--- src/core/mpr_pkg.sv ---
// Constants shared by the multifunction pin router
package mpr_pkg;
  localparam int unsigned NPINS     = 8;
  localparam int unsigned MODE_BIT  = 7;
  localparam logic [11:0] FSEL_BASE = 12'h200;
  localparam logic [11:0] FSEL_LAST = 12'h207;
  localparam logic [7:0]  FSEL_RST  = 8'h00;

  // Output-mode function codes
  localparam int unsigned OC_HIGH   = 1;
  localparam int unsigned OC_DIV    = 2;
  localparam int unsigned OC_WD     = 3;
  localparam int unsigned OC_UPL    = 4;
  localparam int unsigned OC_DNL    = 5;
  localparam int unsigned OC_LFLT   = 6;
  localparam int unsigned OC_LOCK   = 7;
  localparam int unsigned OC_CAL    = 8;
  localparam int unsigned OC_STBL   = 11;
  localparam int unsigned OC_LOOP   = 16;
  localparam int unsigned NLOOP     = 11;
  localparam int unsigned OC_FAULT  = 32;
  localparam int unsigned OC_VALID  = 48;
  localparam int unsigned OC_ACT    = 64;
  localparam int unsigned OC_SYNC   = 80;
  localparam int unsigned NCODES    = 128;

  // Input-mode function codes
  localparam int unsigned IC_SYS    = 1;
  localparam int unsigned IC_LOOP   = 16;
  localparam int unsigned IC_OVR    = 32;
  localparam int unsigned IC_TMO    = 48;
  localparam int unsigned IC_EN     = 64;
  localparam int unsigned IC_ENALL  = 68;
  localparam int unsigned IC_SYNC   = 69;

  // Control vector layout
  localparam int unsigned CI_SYS    = 0;
  localparam int unsigned CI_LOOP   = 5;
  localparam int unsigned CI_OVR    = 10;
  localparam int unsigned CI_TMO    = 18;
  localparam int unsigned CI_EN     = 26;
  localparam int unsigned NCTL      = 30;

  // Timing in system clock periods
  localparam logic [3:0]  DIV_LAST  = 4'hf;
  localparam logic [5:0]  WD_CYC    = 6'h20;

  typedef enum logic {
    MPR_STRAP = 1'b0,
    MPR_RUN   = 1'b1
  } mpr_phase_t;
endpackage : mpr_pkg

--- src/core/mpr_router.sv ---
// Multifunction pin router: per-pin function select, muxing and priority
// Summary of operation
// - Each of eight pins has a select register; top bit one makes it output.
// - Top bit zero makes the pin an input driving a chosen control.
// - Low seven select bits form the function code.
// - Output codes 0,1,2,3,4-6,7,8,11,80 give levels, clock/32, watchdog, status.
// - Output codes 16 to 26 show the eleven loop status flags in order.
// - Output codes 32-39 fault, 48-55 valid, 64-71 active per reference.
// - Input code 0 unused; 1-5 update, power-down, watchdog, irq, history reset.
// - Input codes 16-20 holdover, free-run, phase offset reset, up, down.
// - Input codes 32-39 override the monitor of each reference in order.
// - Input codes 48-55 force each reference validation timeout to expire.
// - Input 64-67 enable one channel, 68 all four, 69 requests output sync.
// - Several pins on one control: lowest pin index wins, others ignored.
// - Strap levels are taken only just after reset; then pins are programmable.
// - Sync request from a pin fires on that pin's falling edge.
// - Watchdog report on a pin is a pulse of 32 system clock periods.
`timescale 1ns/1ps
`default_nettype none
module mpr_router
  import mpr_pkg::*;
(
  input  wire logic              core_clk,
  input  wire logic              reset,
  input  wire logic [7:0]        pin_in,
  output var  logic [7:0]        pin_out,
  output var  logic [7:0]        pin_oe,
  input  wire logic              host_wr,
  input  wire logic              host_rd,
  input  wire logic [11:0]       host_addr,
  input  wire logic [7:0]        host_wdata,
  output var  logic [7:0]        host_rdata,
  input  wire logic              loader_wr,
  input  wire logic [11:0]       loader_addr,
  input  wire logic [7:0]        loader_wdata,
  output var  logic [7:0]        strap_value,
  output var  logic              strap_valid,
  input  wire logic              watchdog_timeout,
  input  wire logic              upload_busy,
  input  wire logic              download_busy,
  input  wire logic              loader_fault,
  input  wire logic              system_clock_source_lock,
  input  wire logic              system_clock_source_cal_busy,
  input  wire logic              system_clock_source_stable,
  input  wire logic [NLOOP-1:0]  loop_status,
  input  wire logic [7:0]        ref_fault,
  input  wire logic [7:0]        ref_valid,
  input  wire logic [7:0]        ref_active,
  input  wire logic              dist_sync_status,
  output var  logic [NCTL-1:0]   ctl_owned,
  output var  logic [NCTL-1:0]   ctl_value,
  output var  logic              dist_sync_request
);

  typedef struct packed {
    mpr_phase_t             phase;
    logic [NPINS-1:0][7:0]  sel;
    logic [7:0]             sync1;
    logic [7:0]             sync2;
    logic [3:0]             div_cnt;
    logic                   div_clk;
    logic [5:0]             wd_cnt;
    logic [7:0]             strap;
    logic                   sync_owned;
    logic                   sync_prev;
    logic                   sync_pulse;
    logic [NCTL-1:0]        owned;
    logic [NCTL-1:0]        value;
    logic [7:0]             pout;
    logic [7:0]             rdata;
  } mpr_state_t;

  mpr_state_t st;
  mpr_state_t next_st;
  logic [NCODES-1:0] status_vec;
  logic              sync_level;

  // True when an input-mode code drives control index idx
  function automatic logic mpr_drives(input logic [6:0] code,
                                      input int unsigned idx);
    logic hit;
    hit = 1'b0;
    if (idx < CI_LOOP)
      hit = (code == 7'(IC_SYS + idx - CI_SYS));
    else if (idx < CI_OVR)
      hit = (code == 7'(IC_LOOP + idx - CI_LOOP));
    else if (idx < CI_TMO)
      hit = (code == 7'(IC_OVR + idx - CI_OVR));
    else if (idx < CI_EN)
      hit = (code == 7'(IC_TMO + idx - CI_TMO));
    else
      hit = (code == 7'(IC_EN + idx - CI_EN)) ||
            (code == 7'(IC_ENALL));
    return hit;
  endfunction : mpr_drives

  // Address decode of the select registers, shared by both writers
  function automatic logic mpr_hit(input logic [11:0] addr);
    return (addr >= FSEL_BASE) && (addr <= FSEL_LAST);
  endfunction : mpr_hit

  // Status sources by output code; codes left zero read low
  always_comb
  begin
    status_vec = '0;
    status_vec[OC_HIGH] = 1'b1;
    status_vec[OC_DIV]  = st.div_clk;
    status_vec[OC_WD]   = (st.wd_cnt != 6'h00);
    status_vec[OC_UPL]  = upload_busy;
    status_vec[OC_DNL]  = download_busy;
    status_vec[OC_LFLT] = loader_fault;
    status_vec[OC_LOCK] = system_clock_source_lock;
    status_vec[OC_CAL]  = system_clock_source_cal_busy;
    status_vec[OC_STBL] = system_clock_source_stable;
    status_vec[OC_LOOP +: NLOOP] = loop_status;
    status_vec[OC_FAULT +: 8] = ref_fault;
    status_vec[OC_VALID +: 8] = ref_valid;
    status_vec[OC_ACT +: 8]   = ref_active;
    status_vec[OC_SYNC] = dist_sync_status;
  end

  always_comb
  begin
    next_st = st;
    // Stage one feeds stage two only
    next_st.sync1 = pin_in;
    next_st.sync2 = st.sync1;
    // Straps are caught once, on the first edge after reset release
    if (st.phase == MPR_STRAP)
    begin
      next_st.strap = pin_in;
      next_st.phase = MPR_RUN;
    end
    // Host port wins a same-cycle collision with the loader
    if (st.phase == MPR_RUN)
    begin
      if (host_wr && mpr_hit(host_addr))
        next_st.sel[host_addr[2:0]] = host_wdata;
      else if (loader_wr && mpr_hit(loader_addr))
        next_st.sel[loader_addr[2:0]] = loader_wdata;
    end
    next_st.rdata = 8'h00;
    if (host_rd && mpr_hit(host_addr))
      next_st.rdata = st.sel[host_addr[2:0]];
    // Divider toggles every 16 cycles for a 32-cycle period
    next_st.div_cnt = st.div_cnt + 4'h1;
    if (st.div_cnt == DIV_LAST)
      next_st.div_clk = ~st.div_clk;
    // A timeout during a pulse restarts the full length
    if (watchdog_timeout)
      next_st.wd_cnt = WD_CYC;
    else if (st.wd_cnt != 6'h00)
      next_st.wd_cnt = st.wd_cnt - 6'h01;
    for (int p = 0; p < NPINS; p++)
    begin
      if (st.sel[p][MODE_BIT])
        next_st.pout[p] = status_vec[st.sel[p][6:0]];
      else
        next_st.pout[p] = 1'b0;
    end
    // Scan high to low so the lowest pin index is the final owner
    next_st.owned = '0;
    next_st.value = '0;
    for (int c = 0; c < NCTL; c++)
    begin
      for (int p = NPINS - 1; p >= 0; p--)
      begin
        if (!st.sel[p][MODE_BIT] && mpr_drives(st.sel[p][6:0], c))
        begin
          next_st.owned[c] = 1'b1;
          next_st.value[c] = st.sync2[p];
        end
      end
    end
    next_st.sync_owned = 1'b0;
    for (int p = NPINS - 1; p >= 0; p--)
    begin
      if (!st.sel[p][MODE_BIT] && st.sel[p][6:0] == 7'(IC_SYNC))
        next_st.sync_owned = 1'b1;
    end
    // Edge memory follows the chosen source; a change of owner may
    // look like an edge, so reprogram the pins while the line is high
    next_st.sync_prev = sync_level;
    next_st.sync_pulse = st.sync_owned && st.sync_prev &&
                         !sync_level;
  end

  // Level of the pin that currently owns the sync request
  always_comb
  begin
    sync_level = 1'b1;
    for (int p = NPINS - 1; p >= 0; p--)
    begin
      if (!st.sel[p][MODE_BIT] && st.sel[p][6:0] == 7'(IC_SYNC))
        sync_level = st.sync2[p];
    end
  end

  always_ff @(posedge core_clk or posedge reset)
  begin
    if (reset)
    begin
      st <= '0;
      st.phase <= MPR_STRAP;
      st.sel <= {NPINS{FSEL_RST}};
      st.sync_prev <= 1'b1;
    end
    else
    begin
      st <= next_st;
    end
  end

  always_comb
  begin
    for (int p = 0; p < NPINS; p++)
      pin_oe[p] = st.sel[p][MODE_BIT];
  end

  assign pin_out           = st.pout;
  assign host_rdata        = st.rdata;
  assign strap_value       = st.strap;
  assign strap_valid       = (st.phase == MPR_RUN);
  assign ctl_owned         = st.owned;
  assign ctl_value         = st.value;
  assign dist_sync_request = st.sync_pulse;

  out_mode_oe_a: assert property (@(posedge core_clk) disable iff (reset)
    (host_wr && host_addr == FSEL_BASE && host_wdata[MODE_BIT] &&
     st.phase == MPR_RUN) |=> pin_oe[0])
    else $error("pin 0 not driven after output mode write");

  in_mode_oe_a: assert property (@(posedge core_clk) disable iff (reset)
    (host_wr && host_addr == FSEL_LAST && !host_wdata[MODE_BIT] &&
     st.phase == MPR_RUN) |=> !pin_oe[7])
    else $error("pin 7 still driven in input mode");

  static_high_a: assert property (@(posedge core_clk) disable iff (reset)
    (st.sel[0] == 8'h81) |=> pin_out[0])
    else $error("static high code did not drive high");

  ref_fault_a: assert property (@(posedge core_clk) disable iff (reset)
    (st.sel[0] == 8'ha2) |=> (pin_out[0] == $past(ref_fault[2])))
    else $error("reference fault not routed");

  unused_low_a: assert property (@(posedge core_clk) disable iff (reset)
    (st.sel[0] == 8'h89) |=> !pin_out[0])
    else $error("unused output code not low");

  wd_pulse_a: assert property (@(posedge core_clk) disable iff (reset)
    $fell(st.wd_cnt != 6'h00) |-> $past(watchdog_timeout, 33))
    else $error("watchdog pulse length wrong");

  low_wins_a: assert property (@(posedge core_clk) disable iff (reset)
    (st.sel[0] != 8'h10 && st.sel[1] == 8'h10 && st.sel[3] == 8'h10) |=>
    (ctl_value[CI_LOOP] == $past(st.sync2[1])))
    else $error("lowest pin did not win the control");

  sync_edge_a: assert property (@(posedge core_clk) disable iff (reset)
    dist_sync_request |-> $past(st.sync_prev) && !$past(sync_level))
    else $error("sync request without falling edge");

  sync_delay_a: assert property (@(posedge core_clk) disable iff (reset)
    (st.sel[0] == 8'h10) ##1 (st.sel[0] == 8'h10) ##1 (st.sel[0] == 8'h10)
    |-> (ctl_value[CI_LOOP] == $past(pin_in[0], 3)))
    else $error("input level not delayed by synchroniser");

  strap_once_a: assert property (@(posedge core_clk) disable iff (reset)
    strap_valid |=> strap_valid && $stable(strap_value))
    else $error("strap value changed after capture");

  read_back_a: assert property (@(posedge core_clk)
    disable iff (reset) (host_rd && mpr_hit(host_addr)) |=>
    (host_rdata == $past(st.sel[host_addr[2:0]])))
    else $error("select register read back wrong");

  unmapped_read_a: assert property (@(posedge core_clk)
    disable iff (reset) (host_rd && !mpr_hit(host_addr)) |=>
    (host_rdata == 8'h00))
    else $error("unmapped read not zero");

  strap_hold_a: assert property (@(posedge core_clk)
    disable iff (reset) (st.phase == MPR_STRAP) |=> $stable(st.sel))
    else $error("select changed before strap capture");

  div_toggle_a: assert property (@(posedge core_clk)
    disable iff (reset) (st.div_cnt == DIV_LAST) |=>
    (st.div_clk != $past(st.div_clk)))
    else $error("divided clock missed its toggle");

  div_hold_a: assert property (@(posedge core_clk)
    disable iff (reset) (st.div_cnt != DIV_LAST) |=> $stable(st.div_clk))
    else $error("divided clock toggled early");

  wd_restart_a: assert property (@(posedge core_clk)
    disable iff (reset) watchdog_timeout |=> (st.wd_cnt == WD_CYC))
    else $error("watchdog pulse did not restart");

  // Output routing has no priority between pins, so pin 0 is checked alone
  loop_flag_a: assert property (@(posedge core_clk)
    disable iff (reset) (st.sel[0] == 8'h90) |=>
    (pin_out[0] == $past(loop_status[0])))
    else $error("loop status flag not routed");

  ref_valid_a: assert property (@(posedge core_clk)
    disable iff (reset) (st.sel[0] == 8'hb0) |=>
    (pin_out[0] == $past(ref_valid[0])))
    else $error("reference valid not routed");

  ref_active_a: assert property (@(posedge core_clk)
    disable iff (reset) (st.sel[0] == 8'hc0) |=>
    (pin_out[0] == $past(ref_active[0])))
    else $error("active reference not routed");

  input_low_a: assert property (@(posedge core_clk)
    disable iff (reset) !st.sel[0][MODE_BIT] |=> !pin_out[0])
    else $error("input mode pin driven high");

  idle_pins_a: assert property (@(posedge core_clk)
    disable iff (reset) (st.sel == '0) |=> (ctl_owned == '0))
    else $error("unused pins own a control");

  sys_control_a: assert property (@(posedge core_clk)
    disable iff (reset) (st.sel[0] == 8'h05) |=> (ctl_owned[CI_SYS + 4] &&
    ctl_value[CI_SYS + 4] == $past(st.sync2[0])))
    else $error("history reset control not routed");

  phase_step_a: assert property (@(posedge core_clk)
    disable iff (reset) (st.sel[0] == 8'h14) |=> ctl_owned[CI_LOOP + 4])
    else $error("phase decrement control not routed");

  monitor_override_a: assert property (@(posedge core_clk)
    disable iff (reset) (st.sel[0] == 8'h20) |=> (ctl_owned[CI_OVR] &&
    ctl_value[CI_OVR] == $past(st.sync2[0])))
    else $error("monitor override control not routed");

  force_timeout_a: assert property (@(posedge core_clk)
    disable iff (reset) (st.sel[0] == 8'h37) |=> ctl_owned[CI_TMO + 7])
    else $error("validation timeout control not routed");

  enable_all_a: assert property (@(posedge core_clk)
    disable iff (reset) (st.sel[0] == 8'h44) |=>
    (ctl_owned[CI_EN +: 4] == 4'hf))
    else $error("enable all did not take four channels");

endmodule : mpr_router
`default_nettype wire

--- config.mk ---
export PLATFORM = sky130hd
export DESIGN_NAME = mpr_router
export DESIGN_NICKNAME = d
export VERILOG_FILES = /design/src/core/mpr_pkg.sv /design/src/core/mpr_router.sv
export SDC_FILE = /design/constraint.sdc
export NUM_CORES = 1
export LEC_CHECK = 0
export BUFFER_PORTS_ARGS = -buffer_cell sky130_fd_sc_hd__buf_4
export CAP_MARGIN = 20
export CORE_MARGIN = 4
export CORE_UTILIZATION = 35
export DETAILED_ROUTE_END_ITERATION = 7
export PLACE_DENSITY = 0.62
export SLEW_MARGIN = 20
export SYNTH_ARGS = -nofsm -noshare
export SYNTH_HDL_FRONTEND = slang
export SYNTH_SLANG_ARGS = --single-unit
--- constraint.sdc ---
create_clock -name core_clk -period 17.3 [get_ports core_clk]
set_input_delay 5.19 -clock core_clk [delete_from_list [all_inputs] [get_ports core_clk]]
set_output_delay 5.19 -clock core_clk [all_outputs]
set_load 0.01 [all_outputs]
==> PnR_summary.wiki, run 1 <==
{| class="wikitable"
! Metric !! Value
|-
| FP Rows || 79
|-
| CTS hold repair buffers || 0
|-
| Critical path's slowest cell || sky130_fd_sc_hd__nand4_1
|-
| Weighted congestion reported at the end of routability-driven placement || 1.09
|-
| Horizontal die dimension || 225 um
|-
| Via count of the first global-routing pass || ~17k
|-
| Vias || 18.1k
|-
| Most frequently used cell type in the post-synthesis netlist || sky130_fd_sc_hd__nand2_1
|-
| CTS-repair resized insts || 0
|-
| CP Data Required Time || 17.66 ns
|-
| Synth-to-Final Area Change || 10.8%
|-
| Maximum resistive drop on vdd || about 0.052 mV
|-
| Maximum fanout count along the critical path || 18
|-
| Critical Path Source Type || input pin
|-
| Layer with the highest usage || met2
|-
| Insertion delay to the later sink of the worst-skew pair || 0.50 ns
|-
| Post-synthesis cell count || 2012
|-
| Dominant register cell in the synthesized netlist || sky130_fd_sc_hd__dfrtp_1
|-
| Endpoint arrival time on the critical path || 8.08 ns
|-
| Die area || 0.0508 mm2
|-
| Register area share after synthesis || 27.1%
|-
| Type of the worst min-delay path || flop to flop
|-
| Aggregate global routing overflow || 0
|-
| Synthesis-stage register bit count || 179
|-
| H-tree depth reported by CTS || 4
|-
| Main combinational cell family by area after synthesis || simple AND/OR/NAND/NOR gates
|-
| Post-route fraction of the period consumed by the critical path || 44.6%
|-
| Category of the most critical setup path || input pin to flop
|-
| M1 GR Usage || ~40%
|-
| RSZ-0062 raised after global routing || false
|-
| DRT Pass-1 Iters || 7
|-
| Worst Clk Skew || 0.0160 ns
|-
| Count of final max-slew check failures || 0
|-
| Post-layout min period || 7.72 ns
|-
| Global Route met2 Usage || 49.0%
|-
| Warnings from Yosys || 0
|-
| Post-Synth Adder-Cell Area || 0.227%
|-
| DRC violation count after routing || 0
|-
| HPWL after DPL || 62200 um
|-
| Die Ht || approximately 230 um
|-
| Status || finished clean
|-
| Initial cell density of the core || 35.4%
|-
| Tot GR Track Use || 32.6%
|-
| Category of the worst setup path capture point || flop
|-
| Clock transition at the register clock pins on the worst setup and hold paths after CTS || 0.08 ns
|-
| Synth Net Count || roughly 2.1k
|-
| Sink count of the clock tree || between 150 and 200
|-
| Total placed cells including tap cells || 2594
|-
| Slew HR || 15.9%
|-
| Cell count of the worst hold path || 0
|-
| Fraction of met3 tracks used by global routing || 9.31%
|-
| Finished Layout Cells || 2627
|-
| Number of distinct library cell variants in the gate-level netlist after synthesis || 88
|-
| Yosys top cell by area || sky130_fd_sc_hd__dfrtp_1
|-
| Pin count of the biggest net entering global routing || roughly 110
|-
| Setup Buffers After CTS || 0
|-
| Fraction of synthesized cell area in xor and xnor cells || between 1 and 1.5%
|-
| Power per cell area || between 50 and 60 mW/mm2
|-
| Post-synthesis simple-gate area fraction || between 20% and 30%
|-
| Total power || 0.965 mW
|-
| Top-area cell type share of the netlist area || a little over a quarter
|-
| CTS Buffer Depth || 2
|-
| Ys async rst share || 100%
|-
| Post-route ant nets || 0
|-
| Violation count after the first detailed-route iteration || 2542
|-
| Peak clock frequency supported by timing || roughly 130 MHz
|-
| Transition at the pin with the smallest max-transition slack || 1.26 ns
|-
| Clock tree from TritonCTS || yes
|-
| Portion of netlist area occupied by mux cells || 16.9%
|-
| Ratio of cells with drive above 1 in the final layout || about a fifth
|-
| Mean cell area of the mapped netlist || a little over 8 um2
|-
| I/O pins || 190
|-
| Total Neg Setup Slack || 0 ns
|-
| Per-cell routed wire length || 32.4 um
|-
| Total count of hold-check failures in the final report || 0
|-
| Hold_ws || 0.349 ns
|-
| Number of setup violations in the final report || 0
|-
| Master cell of the clock root buffer || sky130_fd_sc_hd__clkbuf_16
|-
| Port Buffers || between 150 and 200
|-
| Count of cells along the worst register-to-register path || 6
|-
| Total Wirelength || 85100 um
|-
| Top post-synthesis cells by count || sky130_fd_sc_hd__nand2_1, sky130_fd_sc_hd__dfrtp_1, sky130_fd_sc_hd__nor2_1
|-
| Fillers || 4788
|-
| Main area contributors after synthesis || sky130_fd_sc_hd__dfrtp_1, sky130_fd_sc_hd__mux4_2, sky130_fd_sc_hd__mux2i_1, sky130_fd_sc_hd__nand2_1, sky130_fd_sc_hd__buf_4
|-
| Number of enable-type register cells in the synthesized netlist || 0
|-
| Reported max-cap violation count || 0
|-
| Floorplan Core Area || 0.0467 mm2
|-
| Net count of the finished layout || 2105
|-
| Leakage component of the power || 7.11 nW
|-
| Chain of cells forming the critical path || buf_4, nor4_1, nand4_1, a21boi_1, o21ai_1, a211oi_1, a21oi_1
|-
| TritonCTS buffer count || 17
|-
| Antenna violations before repair || 3
|-
| Detail-routed via count per cell || 6.89
|-
| Compound-cell area share of the yosys netlist || about a fifth
|-
| First-pass GRT wire length || 121000 um
|-
| Largest stage delay on the critical path || 0.75 ns
|-
| Cell area after technology mapping || around 0.017 mm2
|}
==> cell type report <==
| class | instances | area, um2 | share of cell area (%) |
|---|---|---|---|
| Multi-Input combinational cell | 1545 | 10600 | 57.9 |
| Clock buffer | 18 | 429 | 2.34 |
| Clock inverter | 14 | 146 | 0.800 |
| Tap cell | 607 | 759 | 4.15 |
| Timing Repair Buffer | 236 | 1770 | 9.68 |
| Sequential cell | 179 | 4480 | 24.5 |
| Antenna cell | 1 | 2.50 | 0.0137 |
| Inverter | 27 | 109 | 0.595 |
==> final timing paths <==
check	start	end	slack [ns]
max	host_addr[5]	st[167]$_DFFE_PP0P_	9.58
min	next_st[104]$_DFF_PP0_	st[104]$_DFF_PP0_	0.35
max reg2reg	st[163]$_DFFE_PP0P_	ctl_value[0]$_DFF_PP0_	13.57
min reg2reg	next_st[104]$_DFF_PP0_	st[104]$_DFF_PP0_	0.35
max in group asynchronous	reset	st[117]$_DFFE_PP0P_	11.07
min in group asynchronous	reset	ctl_owned[0]$_DFF_PP0_	4.79
==> worst max-delay path: cells and delay by family <==
kind	cells	cell delay, ns
buffers and inverters	1	0.11
AND/OR/NAND/NOR	2	1.15
AO/OA/AOI/OAI	4	1.62
==> report_power, final <==
group / switching [mW] / total [mW] / internal [mW]
sequential: 0.0111 / 0.439 / 0.428
clock: 0.197 / 0.388 / 0.190
combinational: 0.0826 / 0.138 / 0.0558
==> layout by cell type, fill, tap and decap left out, types with 22 or more instances in the layout <==
cell | Yosys | final
sky130_fd_sc_hd__buf_4 | 92 | 236
sky130_fd_sc_hd__nand2_1 | 186 | 186
sky130_fd_sc_hd__dfrtp_1 | 178 | 178
sky130_fd_sc_hd__nor2_1 | 168 | 168
sky130_fd_sc_hd__o21ai_0 | 111 | 111
sky130_fd_sc_hd__nor3_1 | 111 | 111
sky130_fd_sc_hd__a21oi_1 | 99 | 99
sky130_fd_sc_hd__o22ai_1 | 94 | 94
sky130_fd_sc_hd__mux2i_1 | 80 | 80
sky130_fd_sc_hd__nand3_1 | 75 | 75
sky130_fd_sc_hd__mux4_2 | 63 | 63
sky130_fd_sc_hd__mux2_2 | 51 | 51
sky130_fd_sc_hd__or3_1 | 28 | 28
sky130_fd_sc_hd__nor2b_1 | 27 | 27
sky130_fd_sc_hd__nor3b_1 | 26 | 25
sky130_fd_sc_hd__inv_1 | 25 | 24
sky130_fd_sc_hd__nand2b_1 | 22 | 22
sky130_fd_sc_hd__o22a_1 | 22 | 22
sky130_fd_sc_hd__o221ai_1 | 22 | 22
==> cells by family after synthesis <==
| family | Yosys count |
|---|---|
| mux | 194 |
| compound gates | 515 |
| simple gates | 810 |
| fa+ha+maj | 3 |
| buf+inv | 288 |
| other cells | 1 |
| flops | 179 |
| xor+xnor | 22 |
==> through the flow <==
stage | setup slack, ns | util (%) | area, um2
2_1_floorplan | 7.25 | - | 16500
3_3_place_gp | 9.11 | 38.0 | 17700
3_5_place_dp | 9.07 | 38.0 | 17700
4_1_cts | 9.61 | 39.2 | 18300
5_1_grt | 9.27 | 39.2 | 18300
6_report | 9.58 | 39.2 | 18300
==> registers in the layout, indices dropped and copies added (netlist names), 8 cells and up <==
name,flops
ctl_owned,30
pin_oe,8
pin_out,8
st,77
host_rdata,8
next_st,8
strap_value,8
ctl_value,30
==> routing by layer <==
metal	vias to the layer above	wire length, um
met2	1517	36400
li1	7486	-
met4	2	7980
met3	427	10300
met1	8664	30500
met5	-	7
No activity file was read; power rests on OpenSTA's default activity.
==> run 2: changes to the inputs <==
--- a/config.mk
+++ b/config.mk
@@ -5,12 +5,13 @@
 export SDC_FILE = /design/constraint.sdc
 export NUM_CORES = 1
 export LEC_CHECK = 0
+export ABC_AREA = 1
 export BUFFER_PORTS_ARGS = -buffer_cell sky130_fd_sc_hd__buf_4
 export CAP_MARGIN = 20
 export CORE_MARGIN = 4
 export CORE_UTILIZATION = 35
 export DETAILED_ROUTE_END_ITERATION = 7
-export PLACE_DENSITY = 0.62
+export PLACE_DENSITY = 0.63
 export SLEW_MARGIN = 20
 export SYNTH_ARGS = -nofsm -noshare
 export SYNTH_HDL_FRONTEND = slang
==> constraint.sdc (replaced) <==
create_clock -name core_clk -period 7.6 [get_ports core_clk]
set_input_delay 2.28 -clock core_clk [delete_from_list [all_inputs] [get_ports core_clk]]
set_output_delay 2.28 -clock core_clk [all_outputs]
set_load 0.01 [all_outputs]
==> PnR_summary.wiki, run 2 <==
{| class="wikitable"
! Metric !! Value
|-
| ANT cells || 0 (was 1)
|-
| Critical Path Source Type || input pin (unchanged)
|-
| Category of the most critical setup path || input pin to flop (unchanged)
|-
| Synthesis-stage register bit count || 179 (unchanged)
|-
| CP Capture Point || st[127]$_DFFE_PP0P_ (was st[167]$_DFFE_PP0P_)
|-
| DRT Pass-1 Iters || 8 (was 7)
|-
| Post-route fraction of the period consumed by the critical path || between 50% and 60%
|-
| Reported max-cap violation count || 0 (unchanged)
|-
| Critical R2R Capture || st[77]$_DFF_PP1_ (was ctl_value[0]$_DFF_PP0_)
|-
| Port Buffers || 189 (unchanged)
|-
| Detail-routed via count per cell || 6.07 (was 6.89)
|-
| CTS-repair resized insts || 0 (unchanged)
|-
| Post-layout min period || 4.02 ns
|-
| Net count of the finished layout || 2704 (was 2105)
|-
| Hold_ws || 0.347 ns (was 0.349 ns)
|-
| Die Ht || 220 um (was 225 um)
|-
| Number of enable-type register cells in the synthesized netlist || 0 (unchanged)
|-
| Clock tree from TritonCTS || yes (unchanged)
|-
| Top post-synthesis cells by count || sky130_fd_sc_hd__nand2_1, sky130_fd_sc_hd__inv_1, sky130_fd_sc_hd__nor2_1 (was sky130_fd_sc_hd__nand2_1, sky130_fd_sc_hd__dfrtp_1, sky130_fd_sc_hd__nor2_1)
|-
| Count of cells along the worst register-to-register path || 13 (was 6)
|-
| H-tree depth reported by CTS || 4 (unchanged)
|-
| Horizontal die dimension || 220 um (was 225 um)
|-
| Ys async rst share || 100% (unchanged)
|-
| Maximum resistive drop on vdd || 0.141 mV (was 0.0525 mV)
|-
| Main area contributors after synthesis || sky130_fd_sc_hd__dfrtp_1, sky130_fd_sc_hd__nand2_1, sky130_fd_sc_hd__inv_1, sky130_fd_sc_hd__o21ai_0, sky130_fd_sc_hd__nor2_1 (was sky130_fd_sc_hd__dfrtp_1, sky130_fd_sc_hd__mux4_2, sky130_fd_sc_hd__mux2i_1, sky130_fd_sc_hd__nand2_1, sky130_fd_sc_hd__buf_4)
|-
| Post-route ant nets || 0 (unchanged)
|-
| Leakage component of the power || 8.24 nW (was 7.11 nW)
|-
| Most frequently used cell type in the post-synthesis netlist || sky130_fd_sc_hd__nand2_1 (unchanged)
|-
| Warnings from Yosys || 0 (unchanged)
|-
| Failing checks || design-rule violations
|-
| Tot GR Track Use || 35.8% (was 32.6%)
|-
| CTS hold repair buffers || 0 (unchanged)
|-
| HPWL after DPL || 68300 um (was 62200 um)
|-
| DRC violation count after routing || 1 (was 0)
|-
| Synth-to-Final Area Change || 11.8% (was 10.8%)
|-
| Die area || 0.0485 mm2 (was 0.0508 mm2)
|-
| Setup slack of the worst register-to-register path || 4.46 ns (was 13.57 ns)
|-
| Launching point of the worst reg2reg path || st[157]$_DFFE_PP0P_ (was st[163]$_DFFE_PP0P_)
|-
| Cell area after technology mapping || 0.0158 mm2 (was 0.0165 mm2)
|-
| Yosys top cell by area || sky130_fd_sc_hd__dfrtp_1 (unchanged)
|-
| Ratio of cells with drive above 1 in the final layout || 10.5% (was 20.7%)
|-
| Sink count of the clock tree || 179 (unchanged)
|-
| Critical hold path startpoint || next_st[101]$_DFF_PP0_ (was next_st[104]$_DFF_PP0_)
|-
| Per-cell routed wire length || 27.5 um (was 32.4 um)
|-
| Post-synthesis cell count || 2558 (was 2012)
|-
| FP Rows || 77 (was 79)
|-
| Weighted congestion reported at the end of routability-driven placement || 1.07 (was 1.09)
|-
| First-pass GRT wire length || 126000 um (was 121000 um)
|-
| Worst setup path startpoint || host_addr[4] (was host_addr[5])
|-
| Antenna violations before repair || 1 (was 3)
|-
| I/O pins || 190 (unchanged)
|-
| Endpoint arrival time on the critical path || 4.37 ns (was 8.08 ns)
|-
| Violation count after the first detailed-route iteration || 2301 (was 2542)
|-
| Number of distinct library cell variants in the gate-level netlist after synthesis || 48 (was 88)
|-
| Flip-flop count of the largest register, all copies and words added || 77 (unchanged)
|-
| Category of the worst setup path capture point || flop (unchanged)
|-
| Top-area cell type share of the netlist area || 28.3% (was 27.0%)
|-
| Total Wirelength || 88200 um (was 85100 um)
|-
| Type of the worst min-delay path || flop to flop (unchanged)
|-
| Total Neg Setup Slack || 0 ns (unchanged)
|-
| Power per cell area || 127 mW/mm2 (was 52.7 mW/mm2)
|-
| Leading cell type in the layout, fill and taps excluded || sky130_fd_sc_hd__nand2_1 (was sky130_fd_sc_hd__buf_4)
|-
| CTS Buffer Depth || 2 (unchanged)
|-
| Master cell of the clock root buffer || sky130_fd_sc_hd__clkbuf_16 (unchanged)
|-
| Mean cell area of the mapped netlist || 6.16 um2 (was 8.21 um2)
|-
| Worst Clk Skew || 0.0286 ns (was 0.0160 ns)
|-
| Maximum fanout count along the critical path || 24 (was 18)
|-
| Pin count of the biggest net entering global routing || 71 (was 107)
|-
| Slew HR || 18.5% (was 15.9%)
|-
| Via count of the first global-routing pass || 18.1k (was 17.2k)
|-
| Peak clock frequency supported by timing || ~250 MHz
|-
| Floorplan Core Area || 0.0444 mm2 (was 0.0467 mm2)
|-
| Total count of hold-check failures in the final report || 0 (unchanged)
|-
| RSZ-0062 raised after global routing || false (unchanged)
|-
| Insertion delay to the later sink of the worst-skew pair || 0.53 ns (was 0.50 ns)
|-
| Initial cell density of the core || 35.5% (was 35.4%)
|-
| Count of final max-slew check failures || 0 (unchanged)
|-
| Setup Buffers After CTS || 0 (unchanged)
|-
| Number of setup violations in the final report || 0 (unchanged)
|-
| Clock transition at the register clock pins on the worst setup and hold paths after CTS || 0.07 ns (was 0.08 ns)
|-
| Vias || 19.5k (was 18.1k)
|-
| Synth Net Count || 2657 (was 2111)
|-
| CP Data Required Time || 7.95 ns (was 17.66 ns)
|-
| Dominant register cell in the synthesized netlist || sky130_fd_sc_hd__dfrtp_1 (unchanged)
|-
| Register area share after synthesis || 28.4% (was 27.1%)
|-
| Aggregate global routing overflow || 0 (unchanged)
|-
| Status || finished with violations (was finished clean)
|-
| Total power || 2.24 mW (was 0.965 mW)
|-
| Largest register by flop count || st (unchanged)
|-
| TritonCTS buffer count || 17 (unchanged)
|-
| Commonest cells after routing, fill and taps aside || sky130_fd_sc_hd__nand2_1, sky130_fd_sc_hd__inv_1, sky130_fd_sc_hd__nor2_1 (was sky130_fd_sc_hd__buf_4, sky130_fd_sc_hd__nand2_1, sky130_fd_sc_hd__dfrtp_1)
|-
| Transition at the pin with the smallest max-transition slack || 1.22 ns (was 1.26 ns)
|}
[run 2: kinds of logic after synthesis]
group                    share of synthesized area (%)
multiplexers                                     0.572
AO/OA/AOI/OAI                                     22.9
adder cells (fa/ha/maj)                          0.238
flip-flops                                        28.4
XOR/XNOR                                         0.278
other                                           0.0238
AND/OR/NAND/NOR                                   32.6
buffers and inverters                             15.0
[run 2: worst max-delay path, cell delays in order]
cell	delay, ns
sky130_fd_sc_hd__buf_4	0.11
sky130_fd_sc_hd__nor2_1	0.11
sky130_fd_sc_hd__nand2_1	0.09
sky130_fd_sc_hd__nor4_4	0.25
sky130_fd_sc_hd__nand2_2	0.34
sky130_fd_sc_hd__a21boi_4	0.40
sky130_fd_sc_hd__o211ai_1	0.49
sky130_fd_sc_hd__nand2_1	0.19
sky130_fd_sc_hd__o21ai_0	0.09
[run 2: how the worst min path moves through the flow]
stage               cells past startpoint                end  slack, ns
finish                                  0  st[101]$_DFF_PP0_       0.35
floorplan                               0  st[100]$_DFF_PP0_       0.33
global placement                        0   st[98]$_DFF_PP0_       0.33
CTS                                     0   st[99]$_DFF_PP0_       0.35
global route                            0  st[104]$_DFF_PP0_       0.35
detailed placement                      0   st[99]$_DFF_PP0_       0.33
[run 2: layout make-up]
class / instances / area [um2]
clock buffer: 19 / 453
sequential: 179 / 4480
timing repair buffer: 210 / 1570
inverter: 346 / 1310
tap: 592 / 741
clock inverter: 13 / 136
fill: 4888 / 26800
multi-input combinational: 1851 / 8920
[run 2: through the flow]
step                      area (um2)  utilization, %  worst slack [ns]  std cells
after detailed placement       17000            38.3              3.08       3178
final                          17600            39.7              3.58       3210
after global placement         17000            38.3              3.17       3177
after floorplan                15800               -             0.463       2558
after global routing           17600            39.7              3.37       3210
after CTS                      17600            39.7              3.64       3210
[run 2: per-layer routing]
| metal | part of all wire [%] | track usage, % |
|---|---|---|
| met2 | 42 | 52.3 |
| met3 | 12 | 10.6 |
| met5 | 0.015 | 0 |
| met1 | 39 | 46.7 |
| met4 | 7.1 | 21.3 |
[run 2: where the power goes]
part	internal (mW)	total, mW	switching, mW	leakage [nW]
combinational	0.102	0.323	0.221	5.61
clock	0.451	0.922	0.471	0.287
sequential	0.973	0.996	0.0226	2.34
